### config.mk
export PLATFORM = sky130hd
export DESIGN_NAME = ipmbx_flags
export DESIGN_NICKNAME = d
export VERILOG_FILES = /design/src/ipmbx_pkg.sv /design/src/ipmbx_flags.sv /design/src/ipmbx_key_watch.sv
export SDC_FILE = /design/constraint.sdc
export NUM_CORES = 1
export LEC_CHECK = 0
export BUFFER_PORTS_ARGS = -buffer_cell sky130_fd_sc_hd__buf_4
export CORE_AREA = 2 2 101 103
export DETAILED_ROUTE_END_ITERATION = 16
export DIE_AREA = 0 0 103 105
export PLACE_DENSITY = 0.73
export SYNTH_ARGS = -nofsm -noshare
export SYNTH_HDL_FRONTEND = slang
export SYNTH_SLANG_ARGS = --single-unit
### constraint.sdc
create_clock -name mclk -period 1.7 [get_ports mclk]
set_clock_uncertainty 0.05 [all_clocks]
set_input_delay 0.34 -clock mclk [delete_from_list [all_inputs] [get_ports mclk]]
set_output_delay 0.34 -clock mclk [all_outputs]
set_load 0.005 [all_outputs]
### src/ipmbx_pkg.sv
package ipmbx_pkg;
  // Register byte addresses
  localparam logic [7:0] ADDR_KEY = 8'h00;
  localparam logic [7:0] ADDR_STATUS = 8'h04;
  localparam logic [7:0] ADDR_CTRL = 8'h08;
  localparam logic [7:0] ADDR_IRQ_STATUS = 8'h0c;
  localparam logic [7:0] ADDR_IRQ_MASK = 8'h10;
  localparam logic [7:0] ADDR_KEY_STATUS = 8'h14;
  // Field layout
  localparam int MBX_COUNT = 8;
  localparam int CTRL_ENABLE_BIT = 0;
  localparam int IRQ_SET_LSB = 0;
  localparam int IRQ_CLR_LSB = 8;
  localparam int IRQ_UNLOCK_BIT = 16;
  // Reset values
  localparam logic [7:0] STATUS_RESET = 8'h00;
  localparam logic CTRL_ENABLE_RESET = 1'b0;
  localparam logic [16:0] IRQ_MASK_RESET = 17'h00000;
  // Key sequence defaults (arbitrary values)
  localparam logic [7:0] KEY_FIRST_DEFAULT = 8'h5a;
  localparam logic [7:0] KEY_SECOND_DEFAULT = 8'ha5;
  // AXI responses
  localparam logic [1:0] RESP_OKAY = 2'b00;
  localparam logic [1:0] RESP_SLVERR = 2'b10;

  typedef enum logic [1:0] {
    KEY_IDLE = 2'b00,
    KEY_FIRST = 2'b01,
    KEY_OPEN = 2'b10
  } ipmbx_key_state_t;

  // One mailbox access strobe from either core
  typedef struct packed {
    logic write;
    logic read;
    logic [2:0] index;
  } ipmbx_access_t;
endpackage : ipmbx_pkg
### src/ipmbx_flags.sv
// Decided for this implementation: register access over AXI4-Lite and the placing of the registers.
`timescale 1ns/100ps
`default_nettype none
// Behaviour
// - A transmitter write to a mailbox data word sets that mailbox's data-ready flag.
// - A flag reads zero when its mailbox is empty and while the handshake logic is disabled.
// - For the transmitter a set flag means the word is written and awaits the receiver.
// - For the receiver a set flag means a fresh word is waiting in that mailbox.
// - The status register holds eight flags A to H in its low byte, all zero after reset.
// - An 8-bit write-only key field is watched, each byte written while enabled compared to unlock values.
// - The upper byte of the key and status registers always reads as zero.
module ipmbx_flags #(
  parameter logic [7:0] KEY_FIRST = ipmbx_pkg::KEY_FIRST_DEFAULT,
  parameter logic [7:0] KEY_SECOND = ipmbx_pkg::KEY_SECOND_DEFAULT
) (
  // Clock and reset
  input wire logic mclk,
  input wire logic rst_b,
  // AXI4-Lite write address
  input wire logic [7:0] s_axi_awaddr,
  input wire logic s_axi_awvalid,
  output logic s_axi_awready,
  // AXI4-Lite write data
  input wire logic [31:0] s_axi_wdata,
  input wire logic [3:0] s_axi_wstrb,
  input wire logic s_axi_wvalid,
  output logic s_axi_wready,
  // AXI4-Lite write response
  output logic [1:0] s_axi_bresp,
  output logic s_axi_bvalid,
  input wire logic s_axi_bready,
  // AXI4-Lite read address
  input wire logic [7:0] s_axi_araddr,
  input wire logic s_axi_arvalid,
  output logic s_axi_arready,
  // AXI4-Lite read data
  output logic [31:0] s_axi_rdata,
  output logic [1:0] s_axi_rresp,
  output logic s_axi_rvalid,
  input wire logic s_axi_rready,
  // Mailbox data word accesses, same clock
  input wire ipmbx_pkg::ipmbx_access_t txAccess,
  input wire ipmbx_pkg::ipmbx_access_t rxAccess,
  // Flags seen by both cores, key state, interrupt
  output logic [7:0] dataReadyFlag,
  output logic keyUnlocked,
  output logic irq
);
  localparam int N = ipmbx_pkg::MBX_COUNT;

  logic [7:0] readyState;
  logic enable;
  logic [16:0] irqStatus;
  logic [16:0] irqMask;
  logic [7:0] awAddr;
  logic awHeld;
  logic [31:0] wData;
  logic [3:0] wStrb;
  logic wHeld;
  logic wrFire;
  logic [N-1:0] setMask;
  logic [N-1:0] clrMask;
  logic keyWrite;
  logic unlockedWire;
  logic unlockPulse;
  logic [16:0] irqEvents;
  logic [N-1:0] swClr;
  logic [16:0] w1c;

  // Decoded one-hot index of an access that has the given kind
  function automatic logic [N-1:0] access_hot(input ipmbx_pkg::ipmbx_access_t a, input logic k);
    logic [N-1:0] hot;
    hot = '0;
    if (k) begin
      hot[a.index] = 1'b1;
    end
    return hot;
  endfunction

  // Write channel capture: address and data taken in either order
  assign wrFire = awHeld && wHeld && !s_axi_bvalid;

  always_ff @(posedge mclk) begin
    if (!rst_b) begin
      awHeld <= 1'b0;
      awAddr <= 8'h00;
      s_axi_awready <= 1'b0;
    end else begin
      s_axi_awready <= !awHeld && !s_axi_awready;
      if (s_axi_awvalid && s_axi_awready) begin
        awHeld <= 1'b1;
        awAddr <= s_axi_awaddr;
        s_axi_awready <= 1'b0;
      end else if (wrFire) begin
        awHeld <= 1'b0;
      end
    end
  end

  always_ff @(posedge mclk) begin
    if (!rst_b) begin
      wHeld <= 1'b0;
      wData <= 32'h00000000;
      wStrb <= 4'h0;
      s_axi_wready <= 1'b0;
    end else begin
      s_axi_wready <= !wHeld && !s_axi_wready;
      if (s_axi_wvalid && s_axi_wready) begin
        wHeld <= 1'b1;
        wData <= s_axi_wdata;
        wStrb <= s_axi_wstrb;
        s_axi_wready <= 1'b0;
      end else if (wrFire) begin
        wHeld <= 1'b0;
      end
    end
  end

  always_ff @(posedge mclk) begin
    if (!rst_b) begin
      s_axi_bvalid <= 1'b0;
      s_axi_bresp <= ipmbx_pkg::RESP_OKAY;
    end else if (wrFire) begin
      s_axi_bvalid <= 1'b1;
      case (awAddr[7:2])
        ipmbx_pkg::ADDR_KEY[7:2], ipmbx_pkg::ADDR_STATUS[7:2], ipmbx_pkg::ADDR_CTRL[7:2],
        ipmbx_pkg::ADDR_IRQ_STATUS[7:2], ipmbx_pkg::ADDR_IRQ_MASK[7:2],
        ipmbx_pkg::ADDR_KEY_STATUS[7:2]: begin
          s_axi_bresp <= ipmbx_pkg::RESP_OKAY;
        end
        default: begin
          s_axi_bresp <= ipmbx_pkg::RESP_SLVERR;
        end
      endcase
    end else if (s_axi_bvalid && s_axi_bready) begin
      s_axi_bvalid <= 1'b0;
    end
  end

  // Key byte lives in lane 0; only that lane's write is watched
  assign keyWrite = wrFire && (awAddr[7:2] == ipmbx_pkg::ADDR_KEY[7:2]) && wStrb[0];

  ipmbx_key_watch #(
    .FIRST(KEY_FIRST),
    .SECOND(KEY_SECOND)
  ) u_key (
    .mclk(mclk),
    .rst_b(rst_b),
    .keyWrite(keyWrite),
    .keyData(wData[7:0]),
    .unlocked(unlockedWire),
    .unlockPulse(unlockPulse),
    .relock(!enable)
  );

  always_ff @(posedge mclk) begin
    if (!rst_b) begin
      keyUnlocked <= 1'b0;
    end else begin
      keyUnlocked <= unlockedWire;
    end
  end

  // Control register
  always_ff @(posedge mclk) begin
    if (!rst_b) begin
      enable <= ipmbx_pkg::CTRL_ENABLE_RESET;
    end else if (wrFire && awAddr[7:2] == ipmbx_pkg::ADDR_CTRL[7:2] && wStrb[0]) begin
      enable <= wData[ipmbx_pkg::CTRL_ENABLE_BIT];
    end
  end

  assign setMask = access_hot(txAccess, txAccess.write);
  assign clrMask = access_hot(rxAccess, rxAccess.read);

  // Software clear of flags by writing a one
  assign swClr = (wrFire && awAddr[7:2] == ipmbx_pkg::ADDR_STATUS[7:2] && wStrb[0]) ?
                 wData[N-1:0] : '0;

  // Flags: set beats clear; software may also clear by writing a one
  always_ff @(posedge mclk) begin
    if (!rst_b) begin
      readyState <= ipmbx_pkg::STATUS_RESET;
    end else if (!enable) begin
      readyState <= '0;
    end else begin
      readyState <= (readyState & ~(clrMask | swClr)) | setMask;
    end
  end

  always_ff @(posedge mclk) begin
    if (!rst_b) begin
      dataReadyFlag <= '0;
    end else begin
      dataReadyFlag <= enable ? ((readyState & ~(clrMask | swClr)) | setMask) : '0;
    end
  end

  // Interrupt status: flag set and flag clear events, plus unlock
  assign irqEvents = enable ? {unlockPulse, clrMask & readyState, setMask} : '0;

  assign w1c = (wrFire && awAddr[7:2] == ipmbx_pkg::ADDR_IRQ_STATUS[7:2]) ? wData[16:0] : '0;

  always_ff @(posedge mclk) begin
    if (!rst_b) begin
      irqStatus <= '0;
    end else begin
      irqStatus <= (irqStatus & ~w1c) | irqEvents;
    end
  end

  always_ff @(posedge mclk) begin
    if (!rst_b) begin
      irqMask <= ipmbx_pkg::IRQ_MASK_RESET;
    end else if (wrFire && awAddr[7:2] == ipmbx_pkg::ADDR_IRQ_MASK[7:2]) begin
      irqMask <= wData[16:0];
    end
  end

  always_ff @(posedge mclk) begin
    if (!rst_b) begin
      irq <= 1'b0;
    end else begin
      irq <= |(irqStatus & irqMask);
    end
  end

  // Read channel: one cycle to arready, data the edge after
  always_ff @(posedge mclk) begin
    if (!rst_b) begin
      s_axi_arready <= 1'b0;
      s_axi_rvalid <= 1'b0;
      s_axi_rdata <= 32'h00000000;
      s_axi_rresp <= ipmbx_pkg::RESP_OKAY;
    end else begin
      s_axi_arready <= !s_axi_rvalid && !s_axi_arready && !(s_axi_arvalid && s_axi_arready);
      if (s_axi_arvalid && s_axi_arready) begin
        s_axi_arready <= 1'b0;
        s_axi_rvalid <= 1'b1;
        s_axi_rresp <= ipmbx_pkg::RESP_OKAY;
        case (s_axi_araddr[7:2])
          ipmbx_pkg::ADDR_KEY[7:2]: begin
            s_axi_rdata <= 32'h00000000;
          end
          ipmbx_pkg::ADDR_STATUS[7:2]: begin
            s_axi_rdata <= {24'h000000, enable ? readyState : 8'h00};
          end
          ipmbx_pkg::ADDR_CTRL[7:2]: begin
            s_axi_rdata <= {31'h00000000, enable};
          end
          ipmbx_pkg::ADDR_IRQ_STATUS[7:2]: begin
            s_axi_rdata <= {15'h0000, irqStatus};
          end
          ipmbx_pkg::ADDR_IRQ_MASK[7:2]: begin
            s_axi_rdata <= {15'h0000, irqMask};
          end
          ipmbx_pkg::ADDR_KEY_STATUS[7:2]: begin
            s_axi_rdata <= {31'h00000000, unlockedWire};
          end
          default: begin
            s_axi_rdata <= 32'h00000000;
            s_axi_rresp <= ipmbx_pkg::RESP_SLVERR;
          end
        endcase
      end else if (s_axi_rvalid && s_axi_rready) begin
        s_axi_rvalid <= 1'b0;
      end
    end
  end
endmodule // ipmbx_flags
`default_nettype wire

### src/ipmbx_key_watch.sv
`timescale 1ns/100ps
`default_nettype none
module ipmbx_key_watch #(
  parameter logic [7:0] FIRST = ipmbx_pkg::KEY_FIRST_DEFAULT,
  parameter logic [7:0] SECOND = ipmbx_pkg::KEY_SECOND_DEFAULT
) (
  // Clock and reset
  input wire logic mclk,
  input wire logic rst_b,
  // Key write strobe
  input wire logic keyWrite,
  input wire logic [7:0] keyData,
  // Unlock result
  output logic unlocked,
  output logic unlockPulse,
  input wire logic relock
);
  ipmbx_pkg::ipmbx_key_state_t state;
  ipmbx_pkg::ipmbx_key_state_t next_state;

  // Each key write is compared unless relock is high; any wrong byte restarts the sequence
  always_comb begin
    next_state = state;
    if (relock) begin
      next_state = ipmbx_pkg::KEY_IDLE;
    end else if (keyWrite) begin
      case (state)
        ipmbx_pkg::KEY_IDLE: begin
          next_state = (keyData == FIRST) ? ipmbx_pkg::KEY_FIRST : ipmbx_pkg::KEY_IDLE;
        end
        ipmbx_pkg::KEY_FIRST: begin
          next_state = (keyData == SECOND) ? ipmbx_pkg::KEY_OPEN :
                       (keyData == FIRST) ? ipmbx_pkg::KEY_FIRST : ipmbx_pkg::KEY_IDLE;
        end
        ipmbx_pkg::KEY_OPEN: begin
          next_state = (keyData == FIRST) ? ipmbx_pkg::KEY_FIRST : ipmbx_pkg::KEY_IDLE;
        end
        default: begin
          next_state = ipmbx_pkg::KEY_IDLE;
        end
      endcase
    end
  end

  always_ff @(posedge mclk) begin
    if (!rst_b) begin
      state <= ipmbx_pkg::KEY_IDLE;
      unlockPulse <= 1'b0;
    end else begin
      state <= next_state;
      unlockPulse <= (next_state == ipmbx_pkg::KEY_OPEN) && (state != ipmbx_pkg::KEY_OPEN);
    end
  end

  assign unlocked = (state == ipmbx_pkg::KEY_OPEN);
endmodule // ipmbx_key_watch
`default_nettype wire

After elaboration in Yosys (flattened, before gate mapping)
Cells that the tools add are included.
W data, S select, Z words.

operators by class
  bitwise logic cells = 10
  order comparisons = 4
  equal/unequal tests = 16
  mux-type cells = 25
  reduce and logical (&&, ||, !) cells = 45

operators with widths
  operator              number
  $pmux W17 S5          1
  $and A17 B17 Y17      2
  $mux W17              2
  $mux W8               4
  $eq A6 B2 Y1 const B  4
  $eq A6 B3 Y1 const B  4
  $logic_and A1 B1 Y1   22
  $not A17 Y17          1
  $or A17 B17 Y17       1
  $reduce_or A17 Y1     1
  $and A8 B8 Y8         2
  $or A8 B8 Y8          2
  $eq A6 B1 Y1 const B  2
  $logic_not A6 Y1      2
  $reduce_or A6 Y1      2
  $mux W1               10
  $mux W2               5
  $eq A8 B7 Y1 const B  1
  $eq A8 B8 Y1 const B  1
  $logic_not A1 Y1      8
  $lt A3 B4 Y1 const B  2
  $not A8 Y8            1
  $reduce_bool A2 Y1    4
  $reduce_or A2 Y1      4
  other kinds (9)       12

storage, ports and cells
  input bits = 69
  output and inout port bits = 51
  register bits after elaboration = 117

Depth between registers and ports, before layout
Gate-level depths: netlist of run 1.

  depth after elaboration = 9
  mapped depth = 7

Modules after synthesis
Synthesis of run 1 repeated with hierarchy kept, for this count alone.

second synthesis, totals
  cell total of the unflattened synthesis = 464
  area, all modules = 4,234.1 µm²

modules (own cells, without submodules)
  module           area each (µm²)  cells an instance  times used  sequential area each (µm²)
  ipmbx_flags      4,042.6          446                1           1,901.8
  ipmbx_key_watch  191.4            18                 1           60.1

Least setup slack after synthesis of run 1
Ideal clock, no wire load.

  path type = register to register
  from = reg awAddr[5]
  to = reg irqMask[10]
  path buffers = 3
  setup slack = -0.155 ns
  data arrival time = 1.673 ns
  stages on the path, launching flop included = 8
  library setup time = 0.132 ns
  path through = dfxtp_1 -> or3_1 -> buf_6 -> or4_4 -> buf_6 -> buf_8 -> nand2_1 -> a21oi_1

between the ends
  longest elaborated chain between the ends = 2

RTL lines
  element                 RTL line            text
  from (decl)             ipmbx_flags.sv:55   logic [7:0] awAddr;
  from (signal assigned)  ipmbx_flags.sv:92   awAddr <= s_axi_awaddr;
  $eq A6 B3 Y1            ipmbx_flags.sv:215  end else if (wrFire && awAddr[7:2] == ipmbx_pkg::ADDR_IRQ_MASK[7:2]) begin
  $logic_and A1 B1 Y1     ipmbx_flags.sv:215
  to (signal assigned)    ipmbx_flags.sv:214  irqMask <= ipmbx_pkg::IRQ_MASK_RESET;
  to (signal assigned)    ipmbx_flags.sv:216  irqMask <= wData[16:0];
  to (decl)               ipmbx_flags.sv:54   logic [16:0] irqMask;

Every way passes these cells.
A chain may end at the register's enable or synchronous reset.

Final worst setup path of run 1
  from = reg awAddr[7]
  to = reg irqStatus[3]

between the ends
  longest elaborated chain between the ends = 6

RTL lines
  element               RTL line            text
  $eq A6 B2 Y1          ipmbx_flags.sv:202  assign w1c = (wrFire && awAddr[7:2] == ipmbx_pkg::ADDR_IRQ_STATUS[7:2]) ? wData[16:0] : '0;
  $logic_and A1 B1 Y1   ipmbx_flags.sv:202
  $mux W17              ipmbx_flags.sv:202
  $not A17 Y17          ipmbx_flags.sv:208  irqStatus <= (irqStatus & ~w1c) | irqEvents;
  $and A17 B17 Y17      ipmbx_flags.sv:208
  $or A17 B17 Y17       ipmbx_flags.sv:208
  to (signal assigned)  ipmbx_flags.sv:208
  to (decl)             ipmbx_flags.sv:53   logic [16:0] irqStatus;

Every way passes these cells.

==> flow_summary.ini, run 1 <==
[yosys]
yosysMostFrequentCell = nand2_1
synth_top_area_share = 0.462
yosys.area.top_type = dfxtp_1
synth_seq_cells = 98
ys_async_sr_fraction = 0
syn_avg_cell_area_um2 = 8.33
ys.flop_type = dfxtp_1
syn_inst = 510
synth.cell_area_um2 = 4250
ys_seq_area_frac = 0.462
yosys_warnings = 0
synth_edf_count = 0
yosysUniqueCellTypes = 51
synthTopCellsByArea = dfxtp_1 46%, nand2_1 11%, a21oi_1 6.2%
yosys-top-cells-count = 129 x nand2_1, 98 x dfxtp_1, 53 x a21oi_1

[final_layout]
seq_area_um2 = 1960
layout.cells.non_filler = 737
multi_input_area_um2 = 2100
diodes = 0
layout-drive-gt1-share = 0.225
nFillCells = 924
area_growth_pct = 24.3
nNetsFinal = 668

[drt]
drt_pass1_iterations = 5
wl_per_cell_um = 15.2
wirelength_um = 11200
vias = 3972
antenna_left = 0
remaining_drc_errors = 0
vias_per_cell = 5.39
drt_iter0_drc = 210

[clocking]
htreeDepth = 3
cts_sinks = 98
hold_buffers = 0
cts_buffers = 9
post_cts_buffers = 0
clk_latency_ns = 0.36
clockBufferDepth = 2
cts_tree = done
cts-root-buf = clkbuf_8
clk_pin_slew_ns = 0.10

[critical_path]
r2r_start = awAddr[7]
crit_end = irqStatus[3]
start_kind = flop
cp-startpoint = awAddr[7]
crit_fanout = 17
r2r_cells = 5
cp.arrival_ns = 1.89
path_class = reg -> reg
crit_path_end_kind = flop
worstPathRequired_ns = 1.91
r2r_slack_ns = 0.02
worstReg2RegEnd = irqStatus[3]

[power]
p_comb_frac = 0.080
power_density_nw_per_um2 = 803
irDropWorstVdd_mv = 0.459
pwr-share-seq = 0.563
intPower_uw = 3190
p_sw_frac = 0.247
power.switching_uw = 1050
p_clk_frac = 0.357
finalPower_uw = 4240
p_leak_uw = 0.00202

[timing]
layout_min_cycle_time_ns = 1.68
rsz0062_at_grt = yes
final-max-slew-violation-count = 0
fmax_ghz = 0.594
min_period_over_period = 0.991
finalSetupViolations = 0
finalHoldViolCount = 0

[placement]
dp_hpwl_um = 8400
dp_cells = 721
io_buffer_count = 78
routabilityCongestion = 0.970

[global_route]
antenna_found_initial = 0
grt-ovfl-total = 0
grt_pass1_vias = 3697
track_usage = 0.208
grt_pass1_wl_um = 17800
grt_max_degree = 60

[floorplanning]
die_x_um = 103
rows = 36
dieHeight_um = 105
core-area_um2 = 9640
start_util = 0.441
die_area_um2 = 10800
io_pins = 120

[outcome]
outcome = completed

[worst_hold_path]
min_path_type = in -> reg

[job]
cap_violations = 0
[cells in the final DEF (no fill, tap or decap), types with 5 or more instances in the layout]
| cell type | netlist | final |
|---|---|---|
| a21bo_1 | 6 | 6 |
| a21o_1 | 7 | 7 |
| a21oi_1 | 53 | 50 |
| a22o_1 | 7 | 7 |
| a22oi_1 | 19 | 19 |
| and2_1 | 7 | 7 |
| buf_4 | 18 | 103 |
| clkbuf_8 | 0 | 9 |
| conb_1 | 1 | 17 |
| dfxtp_1 | 98 | 97 |
| nand2_1 | 129 | 126 |
| nand2b_1 | 7 | 7 |
| nand3_1 | 19 | 19 |
| nand3b_1 | 5 | 5 |
| nand4_1 | 5 | 5 |
| nor2_1 | 12 | 12 |
| nor3_1 | 6 | 5 |
| o21ai_1 | 15 | 15 |
| o2bb2ai_1 | 6 | 6 |
[worst max-delay path, cell delays in order (launching register included)]
cell,delay (ns)
dfxtp_2,0.33
or3_4,0.42
nor4_4,0.34
buf_12,0.20
nand2_1,0.06
a31o_1,0.18
[power by group through the flow]
stage	combinational [µW]	clock, µW	sequential (µW)
2_1_floorplan	191	0	2420
3_3_place_gp	324	0	2440
3_5_place_dp	331	0	2440
4_1_cts	335	1540	2390
5_1_grt	376	1620	2400
6_report	338	1510	2390
[how the worst min path moves through the flow]
| stage | end | cells past startpoint | slack [ns] | startpoint |
|---|---|---|---|---|
| 2_1_floorplan | irqMask[4] | 2 | 0.39 | irqMask[4] |
| 3_3_place_gp | s_axi_arready | 1 | 0.39 | s_axi_rvalid |
| 3_5_place_dp | s_axi_rdata[4] | 2 | 0.40 | s_axi_rdata[4] |
| 4_1_cts | wData[8] | 3 | 0.16 | s_axi_wdata[8] |
| 5_1_grt | wData[11] | 3 | 0.17 | s_axi_wdata[11] |
| 6_report | wData[8] | 3 | 0.17 | s_axi_wdata[8] |
[state kept, by name (all words and copies together), names as in the netlist, 2 cells and up]
register,cells
irqStatus,17
wData,17
dataReadyFlag,8
awAddr,6
u_key.state,2
irqMask,17
s_axi_rdata,17
[logic make-up after synthesis]
family	share of synthesized area
AND/OR/NAND/NOR	0.249
AO/OA/AOI/OAI	0.216
flip-flops	0.462
buffers and inverters	0.0680
multiplexers	0.00471
other	0.000883
[per-stage QoR]
stage	area (µm²)	TNS, ns	worst slack [ns]	util	hold slack (ns)
after floorplan	4310	-1.03	-0.0910	-	0.394
after global placement	5040	-0.676	-0.0468	0.523	0.387
after detailed placement	5040	-1.47	-0.100	0.523	0.398
after CTS	5240	0	0.00450	0.544	0.159
after global routing	5280	-0.710	-0.0666	0.548	0.169
final	5280	0	0.0153	0.548	0.173
[routing by layer]
layer | global-route usage | part of all wire
met1 | 0.289 | 0.46
met2 | 0.330 | 0.46
met3 | 0.0241 | 0.064
met4 | 0.0714 | 0.012
met5 | 0 | 0
[area by class of cell]
type                    count  area share
multi-input cells         378       0.397
flip-flops and latches     98       0.372
repair buffers            108       0.160
well taps                 133      0.0315
clock buffers              11      0.0249
clock inverters             5      0.0118
inverters                   4     0.00284
[what timing repair did]
action                     CTS  global route
pin swaps                    1             5
setup endpoints to repair   26            22
gates resized for setup      3            11
hold endpoints to repair     0             0
cloned                       0             0
(Power assumes the default switching activity.)
==> run 2: changes to the inputs <==
Settings changed: GPL_TIMING_DRIVEN set to 0.
==> flow_summary.ini, run 2 (same netlist as run 1, synthesis figures left out) <==
[drt]
vias = 4001
drt_iter0_drc = 258
wirelength_um = 11700
wl_per_cell_um = 15.5
antenna_left = 0
vias_per_cell = 5.29
remaining_drc_errors = 0
drt_pass1_iterations = 5

[power]
p_leak_uw = 0.00206
power_density_nw_per_um2 = 795
irDropWorstVdd_mv = 0.624

[placement]
dp_hpwl_um = 8750
io_buffer_count = 76
routabilityCongestion = 0.893

[clocking]
cts_sinks = 98
clk_latency_ns = 0.36
cts_buffers = 9
htreeDepth = 3
clk_pin_slew_ns = 0.09
clockBufferDepth = 2
cts-root-buf = clkbuf_8
cts_tree = done
hold_buffers = 0

[floorplanning]
core-area_um2 = 9640
dieHeight_um = 105
die_area_um2 = 10800
rows = 36
die_x_um = 103
io_pins = 120
start_util = 0.441

[critical_path]
cp.arrival_ns = 2.01
cpPeakStageDelay_ns = 0.59
crit_family = simple AND/OR/NAND/NOR gates
crit_path_end_kind = flop
crit_fanout = 6
crit_buf_inv = 1
crit_slowest_cell = or4_4
path_cells = or3_4 > or4_4 > clkbuf_16 > nand2_1 > a21oi_1
start_kind = flop
worstPathRequired_ns = 1.88
path_class = reg -> reg

[global_route]
grt_pass1_wl_um = 17900
grt_pass1_vias = 3661
antenna_found_initial = 0
grt-ovfl-total = 0
grt_max_degree = 17
track_usage = 0.211

[timing]
tightest_slew_ns = 0.582
fmax_ghz = 0.549
finalHoldViolCount = 0
final-max-slew-violation-count = 0
timing.final.ws_setup_ns = -0.121
min_period_over_period = 1.07
holdWs_ns = 0.170
fin_tns_setup_ns = -1.37
rsz0062_at_grt = yes
layout_min_cycle_time_ns = 1.82
slew_headroom = 0.612
finalSetupViolations = 15

[outcome]
violations = setup timing
outcome = complete, but fails checks

[job]
cap_violations = 0

[final_layout]
multi_input_area_um2 = 2130
area_growth_pct = 27.6
seq_area_um2 = 1960
layout-drive-gt1-share = 0.237
layout_common_cells = 119 x nand2_1, 100 x buf_4, 97 x dfxtp_1
nFillCells = 974
final_common_cell = nand2_1
diodes = 0
nNetsFinal = 688

[worst_hold_path]
min_path_type = in -> reg
[run 2: cell count changes in the layout (fill, tap and decap cells not counted), sizes merged]
cell and change:
inv -1, buf -2, clkinvlp +1, clkbuf +22
[run 2: final timing paths]
path | startpoint | cells past startpoint | slack (ns) | endpoint
max | awAddr[7] | 5 | -0.12 | irqMask[12]
max reg2reg | awAddr[7] | 5 | -0.12 | irqMask[12]
min reg2reg | s_axi_rdata[14] | 2 | 0.40 | s_axi_rdata[14]
min | s_axi_wstrb[0] | 3 | 0.17 | wStrb[0]
[run 2: power by group]
part | total (µW) | switching [µW] | leakage, µW | internal (µW)
Clock | 1560 | 795 | 0.0000982 | 765
Combinational | 363 | 190 | 0.00117 | 172
Sequential | 2390 | 49.8 | 0.000793 | 2340
Total | 4310 | 1040 | 0.00206 | 3270
[run 2: per-stage QoR]
stage / worst slack [ns] / util / total power (µW) / area [µm²] / instances
2_1_floorplan: -0.0910 / - / 2610 / 4310 / 526
3_3_place_gp: -0.288 / 0.523 / 2770 / 5050 / 735
3_5_place_dp: -0.335 / 0.523 / 2780 / 5050 / 735
4_1_cts: -0.0915 / 0.556 / 4330 / 5360 / 757
5_1_grt: -0.145 / 0.562 / 4460 / 5420 / 757
6_report: -0.121 / 0.562 / 4310 / 5420 / 757
[run 2: layout make-up]
type / instances / share of cell area
Clock buffer: 11 / 0.0279
Timing Repair Buffer: 85 / 0.126
Clock inverter: 5 / 0.0113
Sequential cell: 98 / 0.362
Buffer: 43 / 0.0469
Tap cell: 133 / 0.0307
Multi-Input combinational cell: 378 / 0.393
Inverter: 4 / 0.00277
[run 2: routing by layer]
layer  share of wire  vias up  wire (µm)  GRT usage
met5               0        -          0          0
met1            0.44     1836       5100      0.282
met4           0.014        0        168     0.0639
met2            0.48      166       5590      0.339
met3           0.072       17        843     0.0455
li1                -     1982          -          -
[run 2: timing repair]
item,4_1_cts,5_1_grt
setup buffers,8,0
pin swaps,15,4
gates cloned,0,1
gates resized for setup,10,19
endpoints found under the setup margin,39,60
[run 2: tightest hold or removal path: cells and delay by family]
family,cells,cell delay [ns]
AO/OA/AOI/OAI,1,0.05
buffers and inverters,1,0.11
AND/OR/NAND/NOR,1,0.04
